==> config.mk <==
export PLATFORM = sky130hd
export DESIGN_NAME = rbh_rear_bus
export DESIGN_NICKNAME = d
export VERILOG_FILES = /design/src/rtl/rbh_pkg.sv /design/src/rtl/rbh_sync.sv /design/src/rtl/rbh_gsm_counter.sv /design/src/rtl/rbh_rear_bus.sv
export VERILOG_INCLUDE_DIRS = /design/src /design/src/rtl
export SDC_FILE = /design/constraint.sdc
export NUM_CORES = 1
export LEC_CHECK = 0
export ABC_AREA = 1
export BUFFER_PORTS_ARGS = -buffer_cell sky130_fd_sc_hd__buf_2
export CAP_MARGIN = 40
export CORE_MARGIN = 2
export CORE_UTILIZATION = 40
export CTS_BUF_LIST = sky130_fd_sc_hd__clkbuf_8
export CTS_CLUSTER_DIAMETER = 60
export DETAILED_ROUTE_END_ITERATION = 8
export GPL_TIMING_DRIVEN = 0
export PLACE_DENSITY_LB_ADDON = 0.25
export SYNTH_ARGS = -nofsm -noshare
export SYNTH_HDL_FRONTEND = slang
export SYNTH_SLANG_ARGS = --single-unit
==> constraint.sdc <==
create_clock -name i_core_clk -period 4.1 [get_ports i_core_clk]
set_input_delay 0.41 -clock i_core_clk [delete_from_list [all_inputs] [get_ports i_core_clk]]
set_output_delay 0.41 -clock i_core_clk [all_outputs]
set_load 0.03 [all_outputs]
==> src/rtl/rbh_defines.svh <==
// Rear bus hop constants
`ifndef RBH_DEFINES_SVH
`define RBH_DEFINES_SVH

// Register indexes
`define RBH_REG_CTRL 4'h0
`define RBH_REG_TRIGPOS 4'h1
`define RBH_REG_STATUS 4'h2
`define RBH_REG_HOPADDR 4'h3
`define RBH_REG_COUNT 4'h4

// Control register fields
`define RBH_CTRL_BURST_EXT 0
`define RBH_CTRL_DEMOD_EXT 1
`define RBH_CTRL_MSYNC_EXT 2
`define RBH_CTRL_GEN_HOP 3
`define RBH_CTRL_GEN_ARM 4
`define RBH_CTRL_ANA_HOP 5
`define RBH_CTRL_ANA_ARM 6
`define RBH_CTRL_SRC_SEQ 7
`define RBH_CTRL_SETTABLE 8
`define RBH_CTRL_BURST_LO 9
`define RBH_CTRL_W 11
`define RBH_CTRL_RESET 11'h000

// Trigger position register fields
`define RBH_TPOS_BIT_LO 0
`define RBH_TPOS_SLOT_LO 8

// Upper half of a status word
`define RBH_HI_LO 16

// Bit period and core clock period
`define RBH_BIT_PERIOD_NS 3692
`define RBH_CLK_PERIOD_NS 8
`define RBH_BIT_CYCLES (`RBH_BIT_PERIOD_NS / `RBH_CLK_PERIOD_NS)
`define RBH_BITS_PER_SLOT 156
`define RBH_SLOTS_PER_FRAME 8

// Sync reset image: idle pin levels
`define RBH_SYNC_W 20
`define RBH_SYNC_RESET 20'h001C0

`endif

==> src/rtl/rbh_pkg.sv <==
// Types shared by the rear bus hop block
package rbh_pkg;
   typedef logic [10:0] rbh_hop_addr_t;
   typedef logic [1:0] rbh_burst_t;
   typedef logic [7:0] rbh_bit_t;
   typedef logic [2:0] rbh_slot_t;
   typedef logic [10:0] rbh_frame_t;
   typedef logic [31:0] rbh_word_t;
endpackage

==> src/rtl/rbh_sync.sv <==
// Two-flop synchroniser for a group of asynchronous pins
`timescale 1ns/1ns
`include "rbh_defines.svh"
module rbh_sync
   import rbh_pkg::*;
#(
   parameter int W = `RBH_SYNC_W,
   parameter logic [W-1:0] RST_VAL = '0
) (
   // Clock and reset
   input wire logic i_core_clk,
   input wire logic i_rst_b,
   // Pins and their synchronised image
   input wire logic [W-1:0] i_async,
   output logic [W-1:0] o_sync
);
   logic [W-1:0] meta;

   // First flop feeds only the second
   for (genvar g = 0; g < W; g++) begin : g_bit
      always_ff @(posedge i_core_clk or negedge i_rst_b) begin
         if (!i_rst_b) begin
            meta[g] <= RST_VAL[g];
            o_sync[g] <= RST_VAL[g];
         end else begin
            meta[g] <= i_async[g];
            o_sync[g] <= meta[g];
         end
      end
   end
endmodule

==> src/rtl/rbh_gsm_counter.sv <==
// Bit, timeslot and frame counters with a one-cycle bit tick
`timescale 1ns/1ns
`include "rbh_defines.svh"
module rbh_gsm_counter
   import rbh_pkg::*;
(
   // Clock and reset
   input wire logic i_core_clk,
   input wire logic i_rst_b,
   // Halt and clear while high
   input wire logic i_halt,
   // Counter state
   output logic o_bit_tick,
   output rbh_bit_t o_bit,
   output rbh_slot_t o_slot,
   output rbh_frame_t o_frame
);
   logic [8:0] div;
   logic [8:0] next_div;
   logic next_tick;
   rbh_bit_t next_bit;
   rbh_slot_t next_slot;
   rbh_frame_t next_frame;

   // Bit-rate enable divider; halt clears all
   always_comb begin
      next_div = div + 9'h001;
      next_tick = 1'b0;
      next_bit = o_bit;
      next_slot = o_slot;
      next_frame = o_frame;
      if (i_halt) begin
         next_div = 9'h000;
         next_bit = 8'h00;
         next_slot = 3'h0;
         next_frame = 11'h000;
      end else if (div == 9'(`RBH_BIT_CYCLES - 1)) begin
         next_div = 9'h000;
         next_tick = 1'b1;
         if (o_bit == 8'(`RBH_BITS_PER_SLOT - 1)) begin
            next_bit = 8'h00;
            if (o_slot == 3'(`RBH_SLOTS_PER_FRAME - 1)) begin
               next_slot = 3'h0;
               next_frame = o_frame + 11'h001; // Wraps at the field width
            end else begin
               next_slot = o_slot + 3'h1;
            end
         end else begin
            next_bit = o_bit + 8'h01;
         end
      end
   end

   always_ff @(posedge i_core_clk or negedge i_rst_b) begin
      if (!i_rst_b) begin
         div <= 9'h000;
         o_bit_tick <= 1'b0;
         o_bit <= 8'h00;
         o_slot <= 3'h0;
         o_frame <= 11'h000;
      end else begin
         div <= next_div;
         o_bit_tick <= next_tick;
         o_bit <= next_bit;
         o_slot <= next_slot;
         o_frame <= next_frame;
      end
   end
endmodule

==> src/rtl/rbh_rear_bus.sv <==
// Rear system bus control
//
// Design decisions made here: the placing of the registers and the address-and-strobe port.
`timescale 1ns/1ns
`include "rbh_defines.svh"
// What this block does
// - Burst pins decode 0..3, second pin MSB
// - Burst pins honoured only when source external
// - Demod trigger acts on rising edge
// - Demod trigger needs external source
// - Low counter reset halts and clears counters
// - Halted output low while counters halted
// - Halted output low always in settable mode
// - Hop address unsigned binary, high means one
// - Generator trigger samples address when armed external
// - Analyzer trigger samples address when armed external
// - Sequence trigger samples address when sequenced, armed, reset pending
// - Address selects table entry, or loads sequence
// - Inhibit blocks hops, sequence still advances
// - Inhibit honoured only with sequenced source
// - Demod outputs identical on rear and front
// - External trigger one bit wide at slot/bit
// - Measurement output high while measurement runs
// - Sequence reset applied at next sequence trigger
// - Sequence output pulses on jump or reset
// - Sequence trigger steps tables when sequenced
module rbh_rear_bus
   import rbh_pkg::*;
(
   // Clock and reset
   input wire logic i_core_clk,
   input wire logic i_rst_b,
   // Register port
   input wire logic [3:0] i_reg_addr,
   input wire logic [31:0] i_reg_wdata,
   input wire logic i_reg_write,
   input wire logic i_reg_read,
   output rbh_word_t o_reg_rdata,
   // System bus input pins
   input wire logic i_burst_select_lsb,
   input wire logic i_burst_select_msb,
   input wire logic i_demod_trigger_in,
   input wire logic i_frame_counter_reset_n,
   input wire logic [10:0] i_hop_table_address,
   input wire logic i_generator_hop_trigger,
   input wire logic i_analyzer_hop_trigger,
   input wire logic i_sequence_hop_trigger,
   input wire logic i_sequence_reset_n,
   input wire logic i_internal_hop_inhibit_n,
   // From the demodulator and measurement engine
   input wire logic i_demod_data,
   input wire logic i_demod_clk,
   input wire logic i_demod_valid,
   input wire logic i_meas_in_progress,
   // System bus output pins
   output logic o_counters_halted_n,
   output logic o_ext_trigger_out,
   output logic o_measurement_active_out,
   output logic o_sequence_trigger_out,
   output logic o_demod_data_rear,
   output logic o_demod_clk_rear,
   output logic o_demod_valid_rear,
   output logic o_demod_data_front,
   output logic o_demod_clk_front,
   output logic o_demod_valid_front,
   // To the demodulator and hop controller
   output rbh_burst_t o_burst_number,
   output logic o_demod_trigger,
   output rbh_hop_addr_t o_gen_hop_address,
   output logic o_gen_hop_strobe,
   output rbh_hop_addr_t o_ana_hop_address,
   output logic o_ana_hop_strobe
);
   // Synchronised pins
   logic [`RBH_SYNC_W-1:0] pins;
   logic s_bsel_lsb;
   logic s_bsel_msb;
   logic s_demod_trig;
   logic s_frame_rst_n;
   logic s_seq_rst_n;
   logic s_inhibit_n;
   logic s_gen_trig;
   logic s_ana_trig;
   logic s_seq_trig;
   rbh_hop_addr_t s_addr;

   // Edge detection history
   logic prev_demod;
   logic prev_gen;
   logic prev_ana;
   logic prev_seq;
   logic demod_rise;
   logic gen_rise;
   logic ana_rise;
   logic seq_rise;

   // Registers
   logic [`RBH_CTRL_W-1:0] ctrl;
   logic [`RBH_CTRL_W-1:0] next_ctrl;
   rbh_bit_t trig_bit;
   rbh_bit_t next_trig_bit;
   rbh_slot_t trig_slot;
   rbh_slot_t next_trig_slot;
   rbh_word_t next_rdata;

   // Control fields
   logic burst_ext;
   logic trig_ext;
   logic gen_armed;
   logic ana_armed;
   logic src_seq;
   logic settable;

   // Sequencer state
   rbh_hop_addr_t seq_addr;
   rbh_hop_addr_t next_seq_addr;
   logic rst_pending;
   logic next_rst_pending;

   // Counters
   logic halted;
   logic bit_tick;
   rbh_bit_t cnt_bit;
   rbh_slot_t cnt_slot;
   rbh_frame_t cnt_frame;

   // Next output values
   rbh_burst_t next_burst;
   logic next_demod_trigger;
   rbh_hop_addr_t next_gen_addr;
   logic next_gen_strobe;
   rbh_hop_addr_t next_ana_addr;
   logic next_ana_strobe;
   logic next_seq_out;
   logic next_halted_n;
   logic next_ext_trig;

   // Two flops on every pin
   rbh_sync #(
      .W(`RBH_SYNC_W),
      .RST_VAL(`RBH_SYNC_RESET)
   ) u_sync (
      .i_core_clk(i_core_clk),
      .i_rst_b(i_rst_b),
      .i_async({i_hop_table_address, i_internal_hop_inhibit_n, i_sequence_reset_n,
                i_frame_counter_reset_n, i_sequence_hop_trigger, i_analyzer_hop_trigger,
                i_generator_hop_trigger, i_demod_trigger_in, i_burst_select_msb,
                i_burst_select_lsb}),
      .o_sync(pins)
   );

   assign s_bsel_lsb = pins[0];
   assign s_bsel_msb = pins[1];
   assign s_demod_trig = pins[2];
   assign s_gen_trig = pins[3];
   assign s_ana_trig = pins[4];
   assign s_seq_trig = pins[5];
   assign s_frame_rst_n = pins[6];
   assign s_seq_rst_n = pins[7];
   assign s_inhibit_n = pins[8];
   assign s_addr = pins[19:9];

   // Trigger rising edges
   always_ff @(posedge i_core_clk or negedge i_rst_b) begin
      if (!i_rst_b) begin
         prev_demod <= 1'b0;
         prev_gen <= 1'b0;
         prev_ana <= 1'b0;
         prev_seq <= 1'b0;
      end else begin
         prev_demod <= s_demod_trig;
         prev_gen <= s_gen_trig;
         prev_ana <= s_ana_trig;
         prev_seq <= s_seq_trig;
      end
   end

   assign demod_rise = s_demod_trig & ~prev_demod;
   assign gen_rise = s_gen_trig & ~prev_gen;
   assign ana_rise = s_ana_trig & ~prev_ana;
   assign seq_rise = s_seq_trig & ~prev_seq;

   // Control field decode
   assign burst_ext = ctrl[`RBH_CTRL_BURST_EXT];
   assign trig_ext = ctrl[`RBH_CTRL_DEMOD_EXT] | ctrl[`RBH_CTRL_MSYNC_EXT];
   assign gen_armed = ctrl[`RBH_CTRL_GEN_HOP] & ctrl[`RBH_CTRL_GEN_ARM];
   assign ana_armed = ctrl[`RBH_CTRL_ANA_HOP] & ctrl[`RBH_CTRL_ANA_ARM];
   assign src_seq = ctrl[`RBH_CTRL_SRC_SEQ];
   assign settable = ctrl[`RBH_CTRL_SETTABLE];

   // Register writes; read data for the next cycle
   always_comb begin
      next_ctrl = ctrl;
      next_trig_bit = trig_bit;
      next_trig_slot = trig_slot;
      next_rdata = 32'h00000000;
      if (i_reg_write) begin
         case (i_reg_addr)
            `RBH_REG_CTRL: begin
               next_ctrl = i_reg_wdata[`RBH_CTRL_W-1:0];
            end
            `RBH_REG_TRIGPOS: begin
               next_trig_bit = i_reg_wdata[`RBH_TPOS_BIT_LO +: 8];
               next_trig_slot = i_reg_wdata[`RBH_TPOS_SLOT_LO +: 3];
            end
            default: begin
               next_ctrl = ctrl; // Status words and holes ignore writes
            end
         endcase
      end
      if (i_reg_read) begin
         case (i_reg_addr)
            `RBH_REG_CTRL: begin
               next_rdata[`RBH_CTRL_W-1:0] = ctrl;
            end
            `RBH_REG_TRIGPOS: begin
               next_rdata[`RBH_TPOS_BIT_LO +: 8] = trig_bit;
               next_rdata[`RBH_TPOS_SLOT_LO +: 3] = trig_slot;
            end
            `RBH_REG_STATUS: begin
               next_rdata[1:0] = o_burst_number;
               next_rdata[2] = halted;
               next_rdata[3] = rst_pending;
               next_rdata[`RBH_HI_LO +: 11] = seq_addr;
            end
            `RBH_REG_HOPADDR: begin
               next_rdata[10:0] = o_gen_hop_address;
               next_rdata[`RBH_HI_LO +: 11] = o_ana_hop_address;
            end
            `RBH_REG_COUNT: begin
               next_rdata[7:0] = cnt_bit;
               next_rdata[10:8] = cnt_slot;
               next_rdata[`RBH_HI_LO +: 11] = cnt_frame;
            end
            default: begin
               next_rdata = 32'h00000000; // Unmapped reads return zero
            end
         endcase
      end
   end

   always_ff @(posedge i_core_clk or negedge i_rst_b) begin
      if (!i_rst_b) begin
         ctrl <= `RBH_CTRL_RESET;
         trig_bit <= 8'h00;
         trig_slot <= 3'h0;
         o_reg_rdata <= 32'h00000000;
      end else begin
         ctrl <= next_ctrl;
         trig_bit <= next_trig_bit;
         trig_slot <= next_trig_slot;
         o_reg_rdata <= next_rdata;
      end
   end

   // Counters, held clear while the reset pin is low
   assign halted = ~s_frame_rst_n;

   rbh_gsm_counter u_counter (
      .i_core_clk(i_core_clk),
      .i_rst_b(i_rst_b),
      .i_halt(halted),
      .o_bit_tick(bit_tick),
      .o_bit(cnt_bit),
      .o_slot(cnt_slot),
      .o_frame(cnt_frame)
   );

   // Hop capture and the internal sequence
   always_comb begin
      next_seq_addr = seq_addr;
      next_rst_pending = rst_pending;
      next_gen_addr = o_gen_hop_address;
      next_gen_strobe = 1'b0;
      next_ana_addr = o_ana_hop_address;
      next_ana_strobe = 1'b0;
      next_seq_out = 1'b0;
      // A low reset pin only arms; the next trigger applies it
      if (src_seq && !s_seq_rst_n) begin
         next_rst_pending = 1'b1;
      end
      if (!src_seq) begin
         if (gen_rise && gen_armed) begin
            next_gen_addr = s_addr;
            next_gen_strobe = 1'b1;
         end
         if (ana_rise && ana_armed) begin
            next_ana_addr = s_addr;
            next_ana_strobe = 1'b1;
         end
      end else if (seq_rise && (gen_armed || ana_armed)) begin
         if (rst_pending || !s_seq_rst_n) begin
            next_seq_addr = s_addr;
            next_rst_pending = 1'b0;
            next_seq_out = 1'b1;
         end else begin
            next_seq_addr = seq_addr + 11'h001;
            next_seq_out = (seq_addr == 11'h7FF); // Wrap is a jump
         end
         // Inhibit stops the hop, never the sequence
         if (s_inhibit_n) begin
            next_gen_addr = gen_armed ? next_seq_addr : o_gen_hop_address;
            next_gen_strobe = gen_armed;
            next_ana_addr = ana_armed ? next_seq_addr : o_ana_hop_address;
            next_ana_strobe = ana_armed;
         end
      end
   end

   always_ff @(posedge i_core_clk or negedge i_rst_b) begin
      if (!i_rst_b) begin
         seq_addr <= 11'h000;
         rst_pending <= 1'b0;
         o_gen_hop_address <= 11'h000;
         o_gen_hop_strobe <= 1'b0;
         o_ana_hop_address <= 11'h000;
         o_ana_hop_strobe <= 1'b0;
         o_sequence_trigger_out <= 1'b0;
      end else begin
         seq_addr <= next_seq_addr;
         rst_pending <= next_rst_pending;
         o_gen_hop_address <= next_gen_addr;
         o_gen_hop_strobe <= next_gen_strobe;
         o_ana_hop_address <= next_ana_addr;
         o_ana_hop_strobe <= next_ana_strobe;
         o_sequence_trigger_out <= next_seq_out;
      end
   end

   // Burst, demod trigger, halt flag, trigger out
   always_comb begin
      next_burst = ctrl[`RBH_CTRL_BURST_LO +: 2];
      if (burst_ext) begin
         next_burst = {s_bsel_msb, s_bsel_lsb};
      end
      next_demod_trigger = demod_rise & trig_ext;
      next_halted_n = ~(halted | settable);
      // Counter holds a whole bit, so the match lasts one bit
      next_ext_trig = ~halted & (cnt_slot == trig_slot) & (cnt_bit == trig_bit);
   end

   always_ff @(posedge i_core_clk or negedge i_rst_b) begin
      if (!i_rst_b) begin
         o_burst_number <= 2'h0;
         o_demod_trigger <= 1'b0;
         o_counters_halted_n <= 1'b0;
         o_ext_trigger_out <= 1'b0;
      end else begin
         o_burst_number <= next_burst;
         o_demod_trigger <= next_demod_trigger;
         o_counters_halted_n <= next_halted_n;
         o_ext_trigger_out <= next_ext_trig;
      end
   end

   // Rear and front demod copies from one input
   always_ff @(posedge i_core_clk or negedge i_rst_b) begin
      if (!i_rst_b) begin
         o_demod_data_rear <= 1'b0;
         o_demod_clk_rear <= 1'b0;
         o_demod_valid_rear <= 1'b0;
         o_demod_data_front <= 1'b0;
         o_demod_clk_front <= 1'b0;
         o_demod_valid_front <= 1'b0;
         o_measurement_active_out <= 1'b0;
      end else begin
         o_demod_data_rear <= i_demod_data;
         o_demod_clk_rear <= i_demod_clk;
         o_demod_valid_rear <= i_demod_valid;
         o_demod_data_front <= i_demod_data;
         o_demod_clk_front <= i_demod_clk;
         o_demod_valid_front <= i_demod_valid;
         o_measurement_active_out <= i_meas_in_progress;
      end
   end
endmodule

# Word level (Yosys, flattened, before mapping)

Cells that the tools add are included.

Muxes and demuxes: 44
Equal/unequal tests: 17
Bitwise gates (word level): 17
Add/subtract/negate cells: 5
Reduce and logical (&&, ||, !) cells: 17

Operators with widths:

| operator                                              | number |
|---|---|
| two-way mux 11 bit                                    | 15 |
| case mux 11 bit (3 select lines)                      | 1 |
| case mux 7 bit (4 select lines)                       | 1 |
| two-way mux 27 bit                                    | 1 |
| two-way mux 8 bit                                     | 3 |
| adder 11 x 1 -> 11 bit, second input constant         | 2 |
| case mux 4 bit (5 select lines)                       | 1 |
| two-way mux 9 bit                                     | 2 |
| two-way mux 1 bit                                     | 15 |
| inequality test 2 x 1 -> 1 bit, second input constant | 7 |
| two-way mux 3 bit                                     | 4 |
| equality test 11 bit, second input constant           | 1 |
| adder 9 x 1 -> 9 bit, second input constant           | 1 |
| bitwise AND 1 bit                                     | 9 |
| equality test 9 bit, second input constant            | 1 |
| adder 8 x 1 -> 8 bit, second input constant           | 1 |
| equality test 4 x 2 -> 1 bit, second input constant   | 2 |
| equality test 8 bit                                   | 1 |
| equality test 8 bit, second input constant            | 1 |
| AND reduction 2 bit                                   | 4 |
| AND reduction 4 bit                                   | 2 |
| inverter 1 bit                                        | 6 |
| equality test 4 x 1 -> 1 bit, second input constant   | 1 |
| equality test 4 x 3 -> 1 bit, second input constant   | 1 |
| other kinds (11)                                      | 17 |

Flip-flop bits (word level): 175
Bits of input ports: 64
Output and inout bits: 69

# Logic depth before layout (Yosys ltp)

Gate-level depths: netlist of the first run.

Depth in word-level cells: 7
Depth in mapped cells: 9
Depth with buffers taken out: 9

# By module

Synthesis of the first run repeated with hierarchy kept, for this count alone.

Cells, all modules: 875
Area, all modules: 7636.1 µm²

Modules (own cells, without submodules):

| module          | instances | seq. area each (µm²) | area each (µm²) | cells an instance |
|---|---|---|---|---|
| rbh_rear_bus    | 1         | 2352.3               | 4719.5          | 570 |
| rbh_gsm_counter | 1         | 800.8                | 1908.1          | 265 |
| rbh_sync        | 1         | 1008.5               | 1008.5          | 40 |

# Least setup slack after synthesis of the first run

No wires, ideal clock.

Path kind: register to register
Start point: reg u_counter.o_bit[1]
End point: reg u_counter.o_frame[6]
Slack: 2608 ps
Data arrival time: 1369 ps
Cell stages (with the launch flop): 10
Period minus slack after synthesis: 1492 ps
Library setup time: 122 ps
Cells stage by stage: dfrtp_1 > ha_1 > nand2_1 > nor2_1 > nand4_2 > nand2_2 > nand3b_4 > buf_6 > nand2_1 > o21ai_1

Longest elaborated chain between the ends: 3

Ends and longest elaborated chain:

| item                                            | RTL line              | text |
|---|---|---|
| start: declaration                              | rbh_gsm_counter.sv:14 | `output rbh_bit_t o_bit,` |
| start signal: assignment                        | rbh_gsm_counter.sv:64 | `o_bit <= next_bit;` |
| equality test 8 bit                             | rbh_gsm_counter.sv:40 | `` if (o_bit == 8'(`RBH_BITS_PER_SLOT - 1)) begin `` |
| inequality test 2 x 1 -> 1 bit (no source line) | n/a                   |  |
| AND reduction 3 bit (no source line)            | n/a                   |  |
| end signal: assignment                          | rbh_gsm_counter.sv:66 | `o_frame <= next_frame;` |
| end: declaration                                | rbh_gsm_counter.sv:16 | `output rbh_frame_t o_frame` |

Every way passes these cells.
A chain may end at the register's enable or synchronous reset.

# Worst setup path after layout of the first run

Start point: reg seq_addr[0]
End point: reg o_gen_hop_address[10]

Longest elaborated chain between the ends: 6

Ends and longest elaborated chain:

| item                     | RTL line            | text |
|---|---|---|
| start: declaration       | rbh_rear_bus.sv:115 | `rbh_hop_addr_t seq_addr;` |
| start signal: assignment | rbh_rear_bus.sv:320 | `seq_addr <= next_seq_addr;` |
| adder 11 x 1 -> 11 bit   | rbh_rear_bus.sv:297 | `next_seq_addr = seq_addr + 11'h001;` |
| two-way mux 11 bit       | rbh_rear_bus.sv:292 | `if (rst_pending \|\| !s_seq_rst_n) begin` |
| two-way mux 11 bit       | rbh_rear_bus.sv:302 | `next_gen_addr = gen_armed ? next_seq_addr : o_gen_hop_address;` |
| two-way mux 11 bit       | rbh_rear_bus.sv:301 | `if (s_inhibit_n) begin` |
| two-way mux 11 bit       | rbh_rear_bus.sv:291 | `end else if (seq_rise && (gen_armed \|\| ana_armed)) begin` |
| two-way mux 11 bit       | rbh_rear_bus.sv:282 | `if (!src_seq) begin` |
| end signal: assignment   | rbh_rear_bus.sv:322 | `o_gen_hop_address <= next_gen_addr;` |
| end: declaration         | rbh_rear_bus.sv:69  | `output rbh_hop_addr_t o_gen_hop_address,` |

Every way passes these cells. The select of a mux whose other input is x is not followed.

==> flow_summary.json, run 1 <==
{
  "outcome": "completed",
  "ff2ff_setup_slack_ps": 2280,
  "cellPowerDensity_nw_per_um2": 503,
  "drt-initial-drc-count": 511,
  "synth_edf_count": 0,
  "grt_pass1_vias": 5566,
  "tns_ps": 0,
  "grtUsageTotal": 0.194,
  "yosys-top-cells-area": "dfrtp_1 54%, nand2_1 9.3%, inv_1 5.5%",
  "async_flop_share": 1.00,
  "p_leak_nw": 4.38,
  "antenna_cells": 0,
  "postCtsResizedCells": 0,
  "hold_end": "u_sync.meta[7]",
  "overflow": 0,
  "final_nets": 1016,
  "grt_max_degree": 91,
  "rows": 49,
  "vdd_drop_max_v": 0.000396,
  "syn_area_per_cell_um2": 8.97,
  "initial_utilization": 0.407,
  "wl_per_cell_um": 15.4,
  "synthesis.area_um2": 7310,
  "vias": 5815,
  "min_period_ps": 1820,
  "place_hpwl_um": 13400,
  "cpPeakStageDelay_ps": 440,
  "ys_types": 38,
  "ys_ff_latch": 165,
  "synthCells": 815,
  "cp_cell_sequence": "ha_1, nand3_1, nor2_1, nand3_1, nand3_1, nand3_1, nand3_1, nand2_1",
  "io_pins": 133,
  "synth_top_cell_by_area": "dfrtp_1",
  "hold_class": "input pin to flip-flop",
  "cts.clk_slew.worst_paths_ps": 90,
  "drv_cap": 0,
  "cts_sinks": 165,
  "numCtsBuffers": 17,
  "antenna_found_initial": 0,
  "hold_viol": 0,
  "dp_slack_ps": 2300,
  "multiInputGateArea_um2": 2550,
  "hold_depth": 1,
  "core_um2": 18000,
  "area_growth_pct": 18.3,
  "cpMostUsedCell": "nand3_1",
  "synth.top_cell.area_share": 0.544,
  "r2r_start": "seq_addr[0]",
  "drt-total-wl_um": 18300,
  "clock_latency_ps": 470,
  "setup_violations": 0,
  "fp.dieW_um": 139,
  "cp-start-kind": "flip-flop",
  "fill_cells": 1763,
  "r2r_end": "o_gen_hop_address[10]",
  "timing.fmax_mhz": 549,
  "cts-root-buf": "clkbuf_8",
  "die_area_um2": 19400,
  "h-tree-depth": 4,
  "grt_pass1_wl_um": 29400,
  "worstRegToRegCells": 8,
  "place_congestion": 0.922,
  "worstPathRequired_ps": 4460,
  "viasPerCell": 4.90,
  "worstPathMaxFanout": 5,
  "fp.dieH_um": 139,
  "final_max_slew_viol_count": 0,
  "endpoint_kind": "flip-flop",
  "regArea_um2": 4140,
  "drt-pass1-iter-count": 7,
  "io_buffers": 100,
  "cts_tree": "done",
  "cp_slowest_cell": "dfrtp_1",
  "final_layout_size_suffix_gt1_frac": 0.213,
  "cts_hold_buf": 1,
  "drc": 0,
  "min_period_over_period": 0.444,
  "synth_warnings": 0,
  "relSlewSlack": 0.584,
  "clock_skew_ps": 9.01,
  "worstMarginPinSlew_ps": 625,
  "cts_setup_buffers": 0,
  "yosys_most_used_dff": "dfrtp_1",
  "critPathKind": "flip-flop to flip-flop",
  "final_common_cell": "nand2_1",
  "worst_ep_arrival_time_ps": 2180,
  "hp-start": "i_sequence_reset_n",
  "mostFrequentLayoutCells": "181 x nand2_1, 159 x dfrtp_1, 113 x buf_2",
  "seq_area_frac_synth": 0.566,
  "rsz0062_at_grt": "no",
  "final.setup.worst_slack_ps": 2280,
  "clockBufferDepth": 2,
  "drtAntennaViolNets": 0
}
==> metrics by stage <==
| step | instance area, um2 | cells | util | hold slack [ps] | total power [mW] |
|---|---|---|---|---|---|
| after floorplan | 7340 | 824 | - | 114 | 2.64 |
| after global placement | 8130 | 1153 | 0.453 | 334 | 2.99 |
| after detailed placement | 8170 | 1154 | 0.455 | 335 | 3.00 |
| after CTS | 8650 | 1187 | 0.481 | 8.36 | 4.38 |
| after global routing | 8650 | 1187 | 0.481 | 8.16 | 4.56 |
| final | 8650 | 1187 | 0.481 | 33.6 | 4.35 |
==> flip-flops by register name (all words and copies together) (netlist names), 2 cells and up <==
name	count
u_counter.o_slot	3
u_sync.o_sync	20
o_reg_rdata	22
u_counter.o_frame	11
trig_slot	3
o_gen_hop_address	11
o_ana_hop_address	11
ctrl	11
o_burst_number	2
u_sync.meta	20
u_counter.div	9
trig_bit	8
u_counter.o_bit	8
seq_addr	11
==> worst max-delay path by stage <==
stage | start | endpoint | slack, ps | depth (start not counted)
global placement | i_rst_b | ctrl[5] | 80 | 1
floorplan | u_counter.o_bit[1] | u_counter.o_frame[6] | 2610 | 9
detailed placement | i_reg_addr[3] | o_reg_rdata[16] | 2300 | 7
CTS | seq_addr[0] | o_gen_hop_address[10] | 2300 | 8
global route | seq_addr[0] | o_gen_hop_address[10] | 2100 | 8
finish | seq_addr[0] | o_gen_hop_address[10] | 2280 | 8
==> cell families after synthesis <==
family | Yosys count | synth area share
AND/OR/NAND/NOR | 338 | 0.208
flip-flops | 165 | 0.566
buffers and inverters | 150 | 0.0902
AO/OA/AOI/OAI | 139 | 0.105
XOR/XNOR | 15 | 0.0180
adder cells (fa/ha/maj) | 7 | 0.0120
other | 1 | 0.000513
==> cell usage after synthesis (all sizes together), types with 2 or more instances <==
library cell  number
o2bb2ai            3
inv              112
dfstp              6
nand2            187
buf               34
nand4             18
xnor2              6
ha                 7
clkbuf             4
xor2               9
o21ai             82
nor2              58
nand3b             2
a21oi             24
nand3             53
or2                8
dfrtp            159
nor3              11
o22ai             24
o221ai             4
==> power by group <==
part | internal, mW | switching, mW | total, mW
clock | 0.748 | 0.625 | 1.37
combinational | 0.281 | 0.636 | 0.917
sequential | 1.85 | 0.206 | 2.06
==> critical path, delay by kind of cell, from the launching register on <==
kind,cells,cell delay [ps]
DFF,1,440
adders and majority gates,1,220
and+or+nand+nor,7,1070
==> layout make-up <==
cell class / instances / share of cell area
flip-flops and latches: 165 / 0.478
multi-input cells: 509 / 0.295
repair buffers: 102 / 0.0634
inverters: 112 / 0.0486
well taps: 229 / 0.0331
clock buffers: 18 / 0.0287
plain buffers: 38 / 0.0276
clock inverters: 14 / 0.0256
==> per-layer routing <==
| metal | global-route usage | vias to the layer above | routed length, um |
|---|---|---|---|
| met2 | 0.296 | 167 | 8190 |
| met5 | 0 | - | 0 |
| met4 | 0.0532 | 0 | 277 |
| met3 | 0.0508 | 15 | 1140 |
| met1 | 0.277 | 2756 | 8690 |
| li1 | - | 2877 | - |
Power figures use the tool's default switching activity.
==> run 2, diff against run 1 <==
clock period = 1.5 ns   (was 4.1 ns; I/O delays follow)
==> run 2 against run 1 <==
Net effect:
- largest cell class unchanged
- worst setup slack got worse by 2300 ps
- clock-buffer cell count stayed put
- routed wire length is 9.9% higher
- non-clock buffer count grew 78
- combinational power increased to 3.3 times the previous value
- first-iteration DRC count shrank 6.1%
- global-route usage rose by 0.77 points
- die area did not move
- critical endpoint is now u_counter.o_frame[0]
- design area increased by 13%
==> flow_summary.json, run 2 (same netlist as run 1, synthesis figures left out) <==
{
  "power_frac_seq": 0.455,
  "p_sw_mw": 4.23,
  "largest_register_ffs": 22,
  "hold_end": "o_reg_rdata[7]",
  "drv_cap": 0,
  "regMostFlops": "o_reg_rdata",
  "hold_viol": 0,
  "cts-root-buf": "clkbuf_8",
  "fp.dieW_um": 139,
  "dp.cells": 1154,
  "die_area_um2": 19400,
  "hp-start": "i_reg_addr[1]",
  "core_um2": 18000,
  "p_clk_frac": 0.301,
  "cellPowerDensity_nw_per_um2": 1270,
  "initial_utilization": 0.407,
  "grt_pass1_wl_um": 30600,
  "fill_cells": 1653,
  "final.setup.worst_slack_ps": 8.08,
  "switching_share": 0.340,
  "p_int_mw": 8.21,
  "tns_ps": 0,
  "io_pins": 133,
  "cts.clk_slew.worst_paths_ps": 90,
  "timing.fmax_mhz": 670,
  "cts_tree": "done",
  "cts_sinks": 165,
  "vias": 6279,
  "final_cells": 1265,
  "final_max_slew_viol_count": 0,
  "numCtsBuffers": 17,
  "relSlewSlack": 0.616,
  "area_growth_pct": 33.6,
  "h-tree-depth": 4,
  "final_nets": 1094,
  "place_congestion": 0.922,
  "drtAntennaViolNets": 0,
  "drc": 0,
  "min_period_ps": 1490,
  "antenna_found_initial": 0,
  "top_regs": "o_reg_rdata (22), u_sync.meta (20), u_sync.o_sync (20)",
  "wl_per_cell_um": 15.9,
  "viasPerCell": 4.96,
  "final_common_cell": "nand2_1",
  "dpl_cell_area_um2": 8170,
  "endpoint_kind": "flip-flop",
  "clockBufferDepth": 2,
  "drt-total-wl_um": 20100,
  "grt_pass1_vias": 5850,
  "io_buffers": 100,
  "r2r_end": "u_counter.o_frame[0]",
  "hold_depth": 3,
  "rows": 49,
  "drt-pass1-iter-count": 5,
  "clock_skew_ps": 10.1,
  "overflow": 0,
  "clock_latency_ps": 460,
  "final_area_um2": 9770,
  "grtUsageTotal": 0.202,
  "min_period_over_period": 0.995,
  "worstPathRequired_ps": 1850,
  "setup_violations": 0,
  "worst_ep_arrival_time_ps": 1840,
  "p_leak_nw": 4.81,
  "dp_slack_ps": -270,
  "grt_max_degree": 91,
  "worstRegToRegCells": 9,
  "ff2ff_setup_slack_ps": 8,
  "mostFrequentLayoutCells": "165 x nand2_1, 152 x dfrtp_1, 107 x buf_2",
  "hold_class": "input pin to flip-flop",
  "rsz0062_at_grt": "yes",
  "critPathKind": "flip-flop to flip-flop",
  "cp-start-kind": "flip-flop",
  "fp.dieH_um": 139,
  "place_hpwl_um": 13400,
  "r2r_start": "u_counter.o_bit[1]",
  "antenna_cells": 0,
  "worstPathMaxFanout": 7,
  "vdd_drop_max_v": 0.00109,
  "drt-initial-drc-count": 480,
  "outcome": "completed",
  "worstMarginPinSlew_ps": 575,
  "power_frac_comb": 0.244,
  "final_layout_size_suffix_gt1_frac": 0.308
}
[run 2: changes by cell type in the layout (fill, tap and decap cells not counted), moves of 8 or more]
cell	delta
nand2_4	+8
dlygate4sd3_1	+37
nand2_2	+8
buf_4	+34
inv_1	-8
nand3_1	-22
nor2_1	-9
nand2_1	-16
nand3_2	+21
[run 2: repair_timing]
item | CTS | global route
buffers inserted | 21 | 19
endpoints found under the hold margin | 123 | 0
cloned | 0 | 2
pin swaps | 8 | 20
setup endpoints to repair | 56 | 54
hold buffers | 38 | 0
resized for setup | 34 | 87
[run 2: metrics by stage]
step,total power [mW],utilization,hold slack [ps]
after CTS,12.2,0.517,6.38
after floorplan,7.22,-,-146
final,12.4,0.544,30.4
after global routing,13.0,0.544,24.8
after detailed placement,8.21,0.455,150
after global placement,8.17,0.453,257
[run 2: power groups by stage]
stage / clock (mW) / sequential, mW / combinational (mW)
2_1_floorplan: 0 / 6.12 / 1.10
3_3_place_gp: 0 / 5.70 / 2.47
3_5_place_dp: 0 / 5.70 / 2.51
4_1_cts: 3.83 / 5.61 / 2.77
5_1_grt: 4.00 / 5.72 / 3.30
6_report: 3.74 / 5.66 / 3.03
[run 2: worst max-delay path: stages, from the launching register on]
cell and delay [ps]:
dfrtp_2 420, ha_4 150, nand2_2 50, nor2_2 80, nand4_2 140, nand2_4 130
nand3b_4 120, buf_8 170, nand2_2 60, o21ai_2 50
[run 2: how the worst max path moves through the flow]
stage | cells past startpoint | slack (ps) | from | endpoint
2_1_floorplan | 9 | 8 | u_counter.o_bit[1] | u_counter.o_frame[6]
3_3_place_gp | 1 | -2260 | i_rst_b | ctrl[5]
3_5_place_dp | 8 | -270 | seq_addr[0] | o_gen_hop_address[10]
4_1_cts | 8 | -20 | seq_addr[0] | o_gen_hop_address[10]
5_1_grt | 6 | -100 | u_counter.o_frame[3] | u_counter.o_frame[9]
6_report | 9 | 8 | u_counter.o_bit[1] | u_counter.o_frame[0]
[run 2: layout make-up]
| cell class | count | area, um2 | share of cell area |
|---|---|---|---|
| multi-input combinational | 509 | 2880 | 0.294 |
| clock buffer | 18 | 248 | 0.0254 |
| clock inverter | 14 | 221 | 0.0227 |
| timing repair buffer | 181 | 1280 | 0.131 |
| buffer | 37 | 283 | 0.0290 |
| sequential | 165 | 4150 | 0.424 |
| tap | 229 | 287 | 0.0293 |
| inverter | 112 | 427 | 0.0437 |
[run 2: layer usage]
layer	wire, um	up-vias	GRT usage
met1	9200	3038	0.284
li1	-	3036	-
met2	9470	186	0.316
met4	319	0	0.0537
met3	1120	19	0.0494
met5	0	-	0
==> run 3, diff against run 2 <==
GPL_ROUTABILITY_DRIVEN = 1   (was unset)
REMOVE_ABC_BUFFERS = 1   (was unset)
==> run 3 against run 2 <==
Net effect:
- the run now ends with setup timing left
- core utilization decreased by 1.3 points
- sequential power about the same
- register-to-register slack got worse by 60 ps
- clock power decreased by 8.3%
- critical path type unchanged
- combinational power decreased by 6%
- largest cell class unchanged
- worst hold slack got worse by 8.5 ps
- highest routed layer unchanged
- design area decreased by 2.3%
==> flow_summary.json, run 3 (same netlist as run 1, synthesis figures left out) <==
{
  "worstPathMaxFanout": 12,
  "clock_latency_ps": 470,
  "p_leak_nw": 4.70,
  "outcome": "finished, violations left",
  "cp-start-kind": "flip-flop",
  "io_pins": 133,
  "largest_register_ffs": 22,
  "cts_tree": "done",
  "final_layout_size_suffix_gt1_frac": 0.284,
  "fp.dieH_um": 139,
  "place_hpwl_um": 12500,
  "final.setup.worst_slack_ps": -50.1,
  "cts.clk_slew.worst_paths_ps": 90,
  "final_nets": 1067,
  "antenna_found_initial": 0,
  "rows": 49,
  "drt-initial-drc-count": 496,
  "grt_pass1_wl_um": 31500,
  "hold_viol": 0,
  "area_growth_pct": 30.5,
  "setup_violations": 13,
  "critPathKind": "flip-flop to flip-flop",
  "place_congestion": 0.873,
  "final_max_slew_viol_count": 0,
  "viasPerCell": 4.98,
  "r2r_start": "ctrl[7]",
  "critPathLaunch": "ctrl[7]",
  "rsz0062_at_grt": "yes",
  "die_area_um2": 19400,
  "min_period_over_period": 1.03,
  "drc": 0,
  "mostFrequentLayoutCells": "166 x nand2_1, 154 x dfrtp_1, 102 x inv_1",
  "cts-root-buf": "clkbuf_8",
  "clock_skew_ps": 11.8,
  "wl_per_cell_um": 15.9,
  "min_period_ps": 1550,
  "cpPeakStageDelay_ps": 550,
  "endpoint_kind": "flip-flop",
  "worstRegToRegCells": 7,
  "grtUsageTotal": 0.208,
  "drt-total-wl_um": 19700,
  "hold_class": "input pin to flip-flop",
  "cts_sinks": 165,
  "cpMostUsedCell": "buf_4",
  "core_um2": 18000,
  "initial_utilization": 0.407,
  "relSlewSlack": 0.561,
  "top_regs": "o_reg_rdata (22), u_sync.meta (20), u_sync.o_sync (20)",
  "io_buffers": 101,
  "drtAntennaViolNets": 0,
  "worst_ep_arrival_time_ps": 1960,
  "final_common_cell": "nand2_1",
  "antenna_cells": 0,
  "cp_cell_sequence": "inv_6, nand4_1, nand2_4, buf_4, buf_4, nand3_1, nand2_1",
  "h-tree-depth": 4,
  "drv_cap": 0,
  "violations": "setup timing",
  "fill_cells": 1668,
  "fp.dieW_um": 139,
  "overflow": 0,
  "worstMarginPinSlew_ps": 656,
  "r2r_end": "o_ana_hop_address[8]",
  "dp_slack_ps": -991,
  "ff2ff_setup_slack_ps": -50,
  "vdd_drop_max_v": 0.00144,
  "grt_max_degree": 86,
  "timing.fmax_mhz": 645,
  "worstPathRequired_ps": 1910,
  "grt_pass1_vias": 6025,
  "whs_ps": 21.8,
  "vias": 6161,
  "crit_path_end": "o_ana_hop_address[8]",
  "drt-pass1-iter-count": 5,
  "cp_slowest_cell": "dfrtp_4",
  "clockBufferDepth": 2,
  "numCtsBuffers": 17,
  "regMostFlops": "o_reg_rdata",
  "cellPowerDensity_nw_per_um2": 1260
}
run 3: cell types whose count changed in the layout (fill, tap and decap cells not counted), sizes merged:
cell and delta:
clkinvlp -1, bufinv -2, buf -23, clkbuf -8
nand3b +2, clkinv +3, nand2 +2
run 3: power by group:
part	total, mW	internal [mW]	leakage, nW	switching, mW
logic	2.86	1.01	2.37	1.85
clock network	3.43	1.71	0.221	1.72
registers	5.68	5.08	2.11	0.598
total	12.0	7.80	4.70	4.17
run 3: how the worst min path moves through the flow:
stage                              from               to  cells past startpoint  slack [ps]
2_1_floorplan                   i_rst_b          ctrl[0]                      0        -150
3_3_place_gp   i_internal_hop_inhibit_n   u_sync.meta[8]                      1         260
3_5_place_dp                    i_rst_b   u_sync.meta[9]                      1         180
4_1_cts                   i_reg_addr[0]  o_reg_rdata[10]                      3         0.8
5_1_grt                   i_reg_addr[0]  o_reg_rdata[10]                      3          40
6_report                  i_reg_addr[0]  o_reg_rdata[10]                      3          20
run 3: routing by layer:
metal  GRT usage  share of wire  vias to the layer above
li1            -              -                     2985
met1       0.284           0.45                     2980
met2       0.331           0.47                      172
met3      0.0518          0.065                       24
met4      0.0617          0.015                        0
met5           0              0                        -
run 3: area by class of cell:
type                    instances  area, um2  area share
clock buffers                  18        248      0.0260
clock inverters                14        173      0.0181
inverters                     112        437      0.0458
multi-input cells             513       2920       0.306
flip-flops and latches        165       4150       0.435
well taps                     229        287      0.0300
repair buffers                187       1330       0.139
run 3: timing repair:
item,4_1_cts,5_1_grt
pin swaps,20,35
hold buffers,38,0
endpoints found under the setup margin,63,53
hold endpoints to repair,124,0
cloned,3,1
buffers inserted,32,13
gates resized for setup,43,63
run 3: through the flow:
| stage | area [um2] | power [mW] | util | cells | setup TNS [ps] |
|---|---|---|---|---|---|
| 6_report | 9540 | 12.0 | 0.531 | 1238 | -365 |
| 5_1_grt | 9540 | 12.6 | 0.531 | 1238 | -2950 |
| 4_1_cts | 9220 | 11.9 | 0.513 | 1224 | -354 |
| 3_3_place_gp | 7900 | 8.07 | 0.440 | 1116 | -422010 |
| 3_5_place_dp | 7960 | 8.13 | 0.443 | 1119 | -32640 |
| 2_1_floorplan | 7100 | 7.15 | - | 786 | -649 |
run 3: worst max-delay path: cells and delay by family (launching register included):
family	cells	cell delay (ps)
DFF	1	550
buffers and inverters	3	440
and+or+nand+nor	4	460
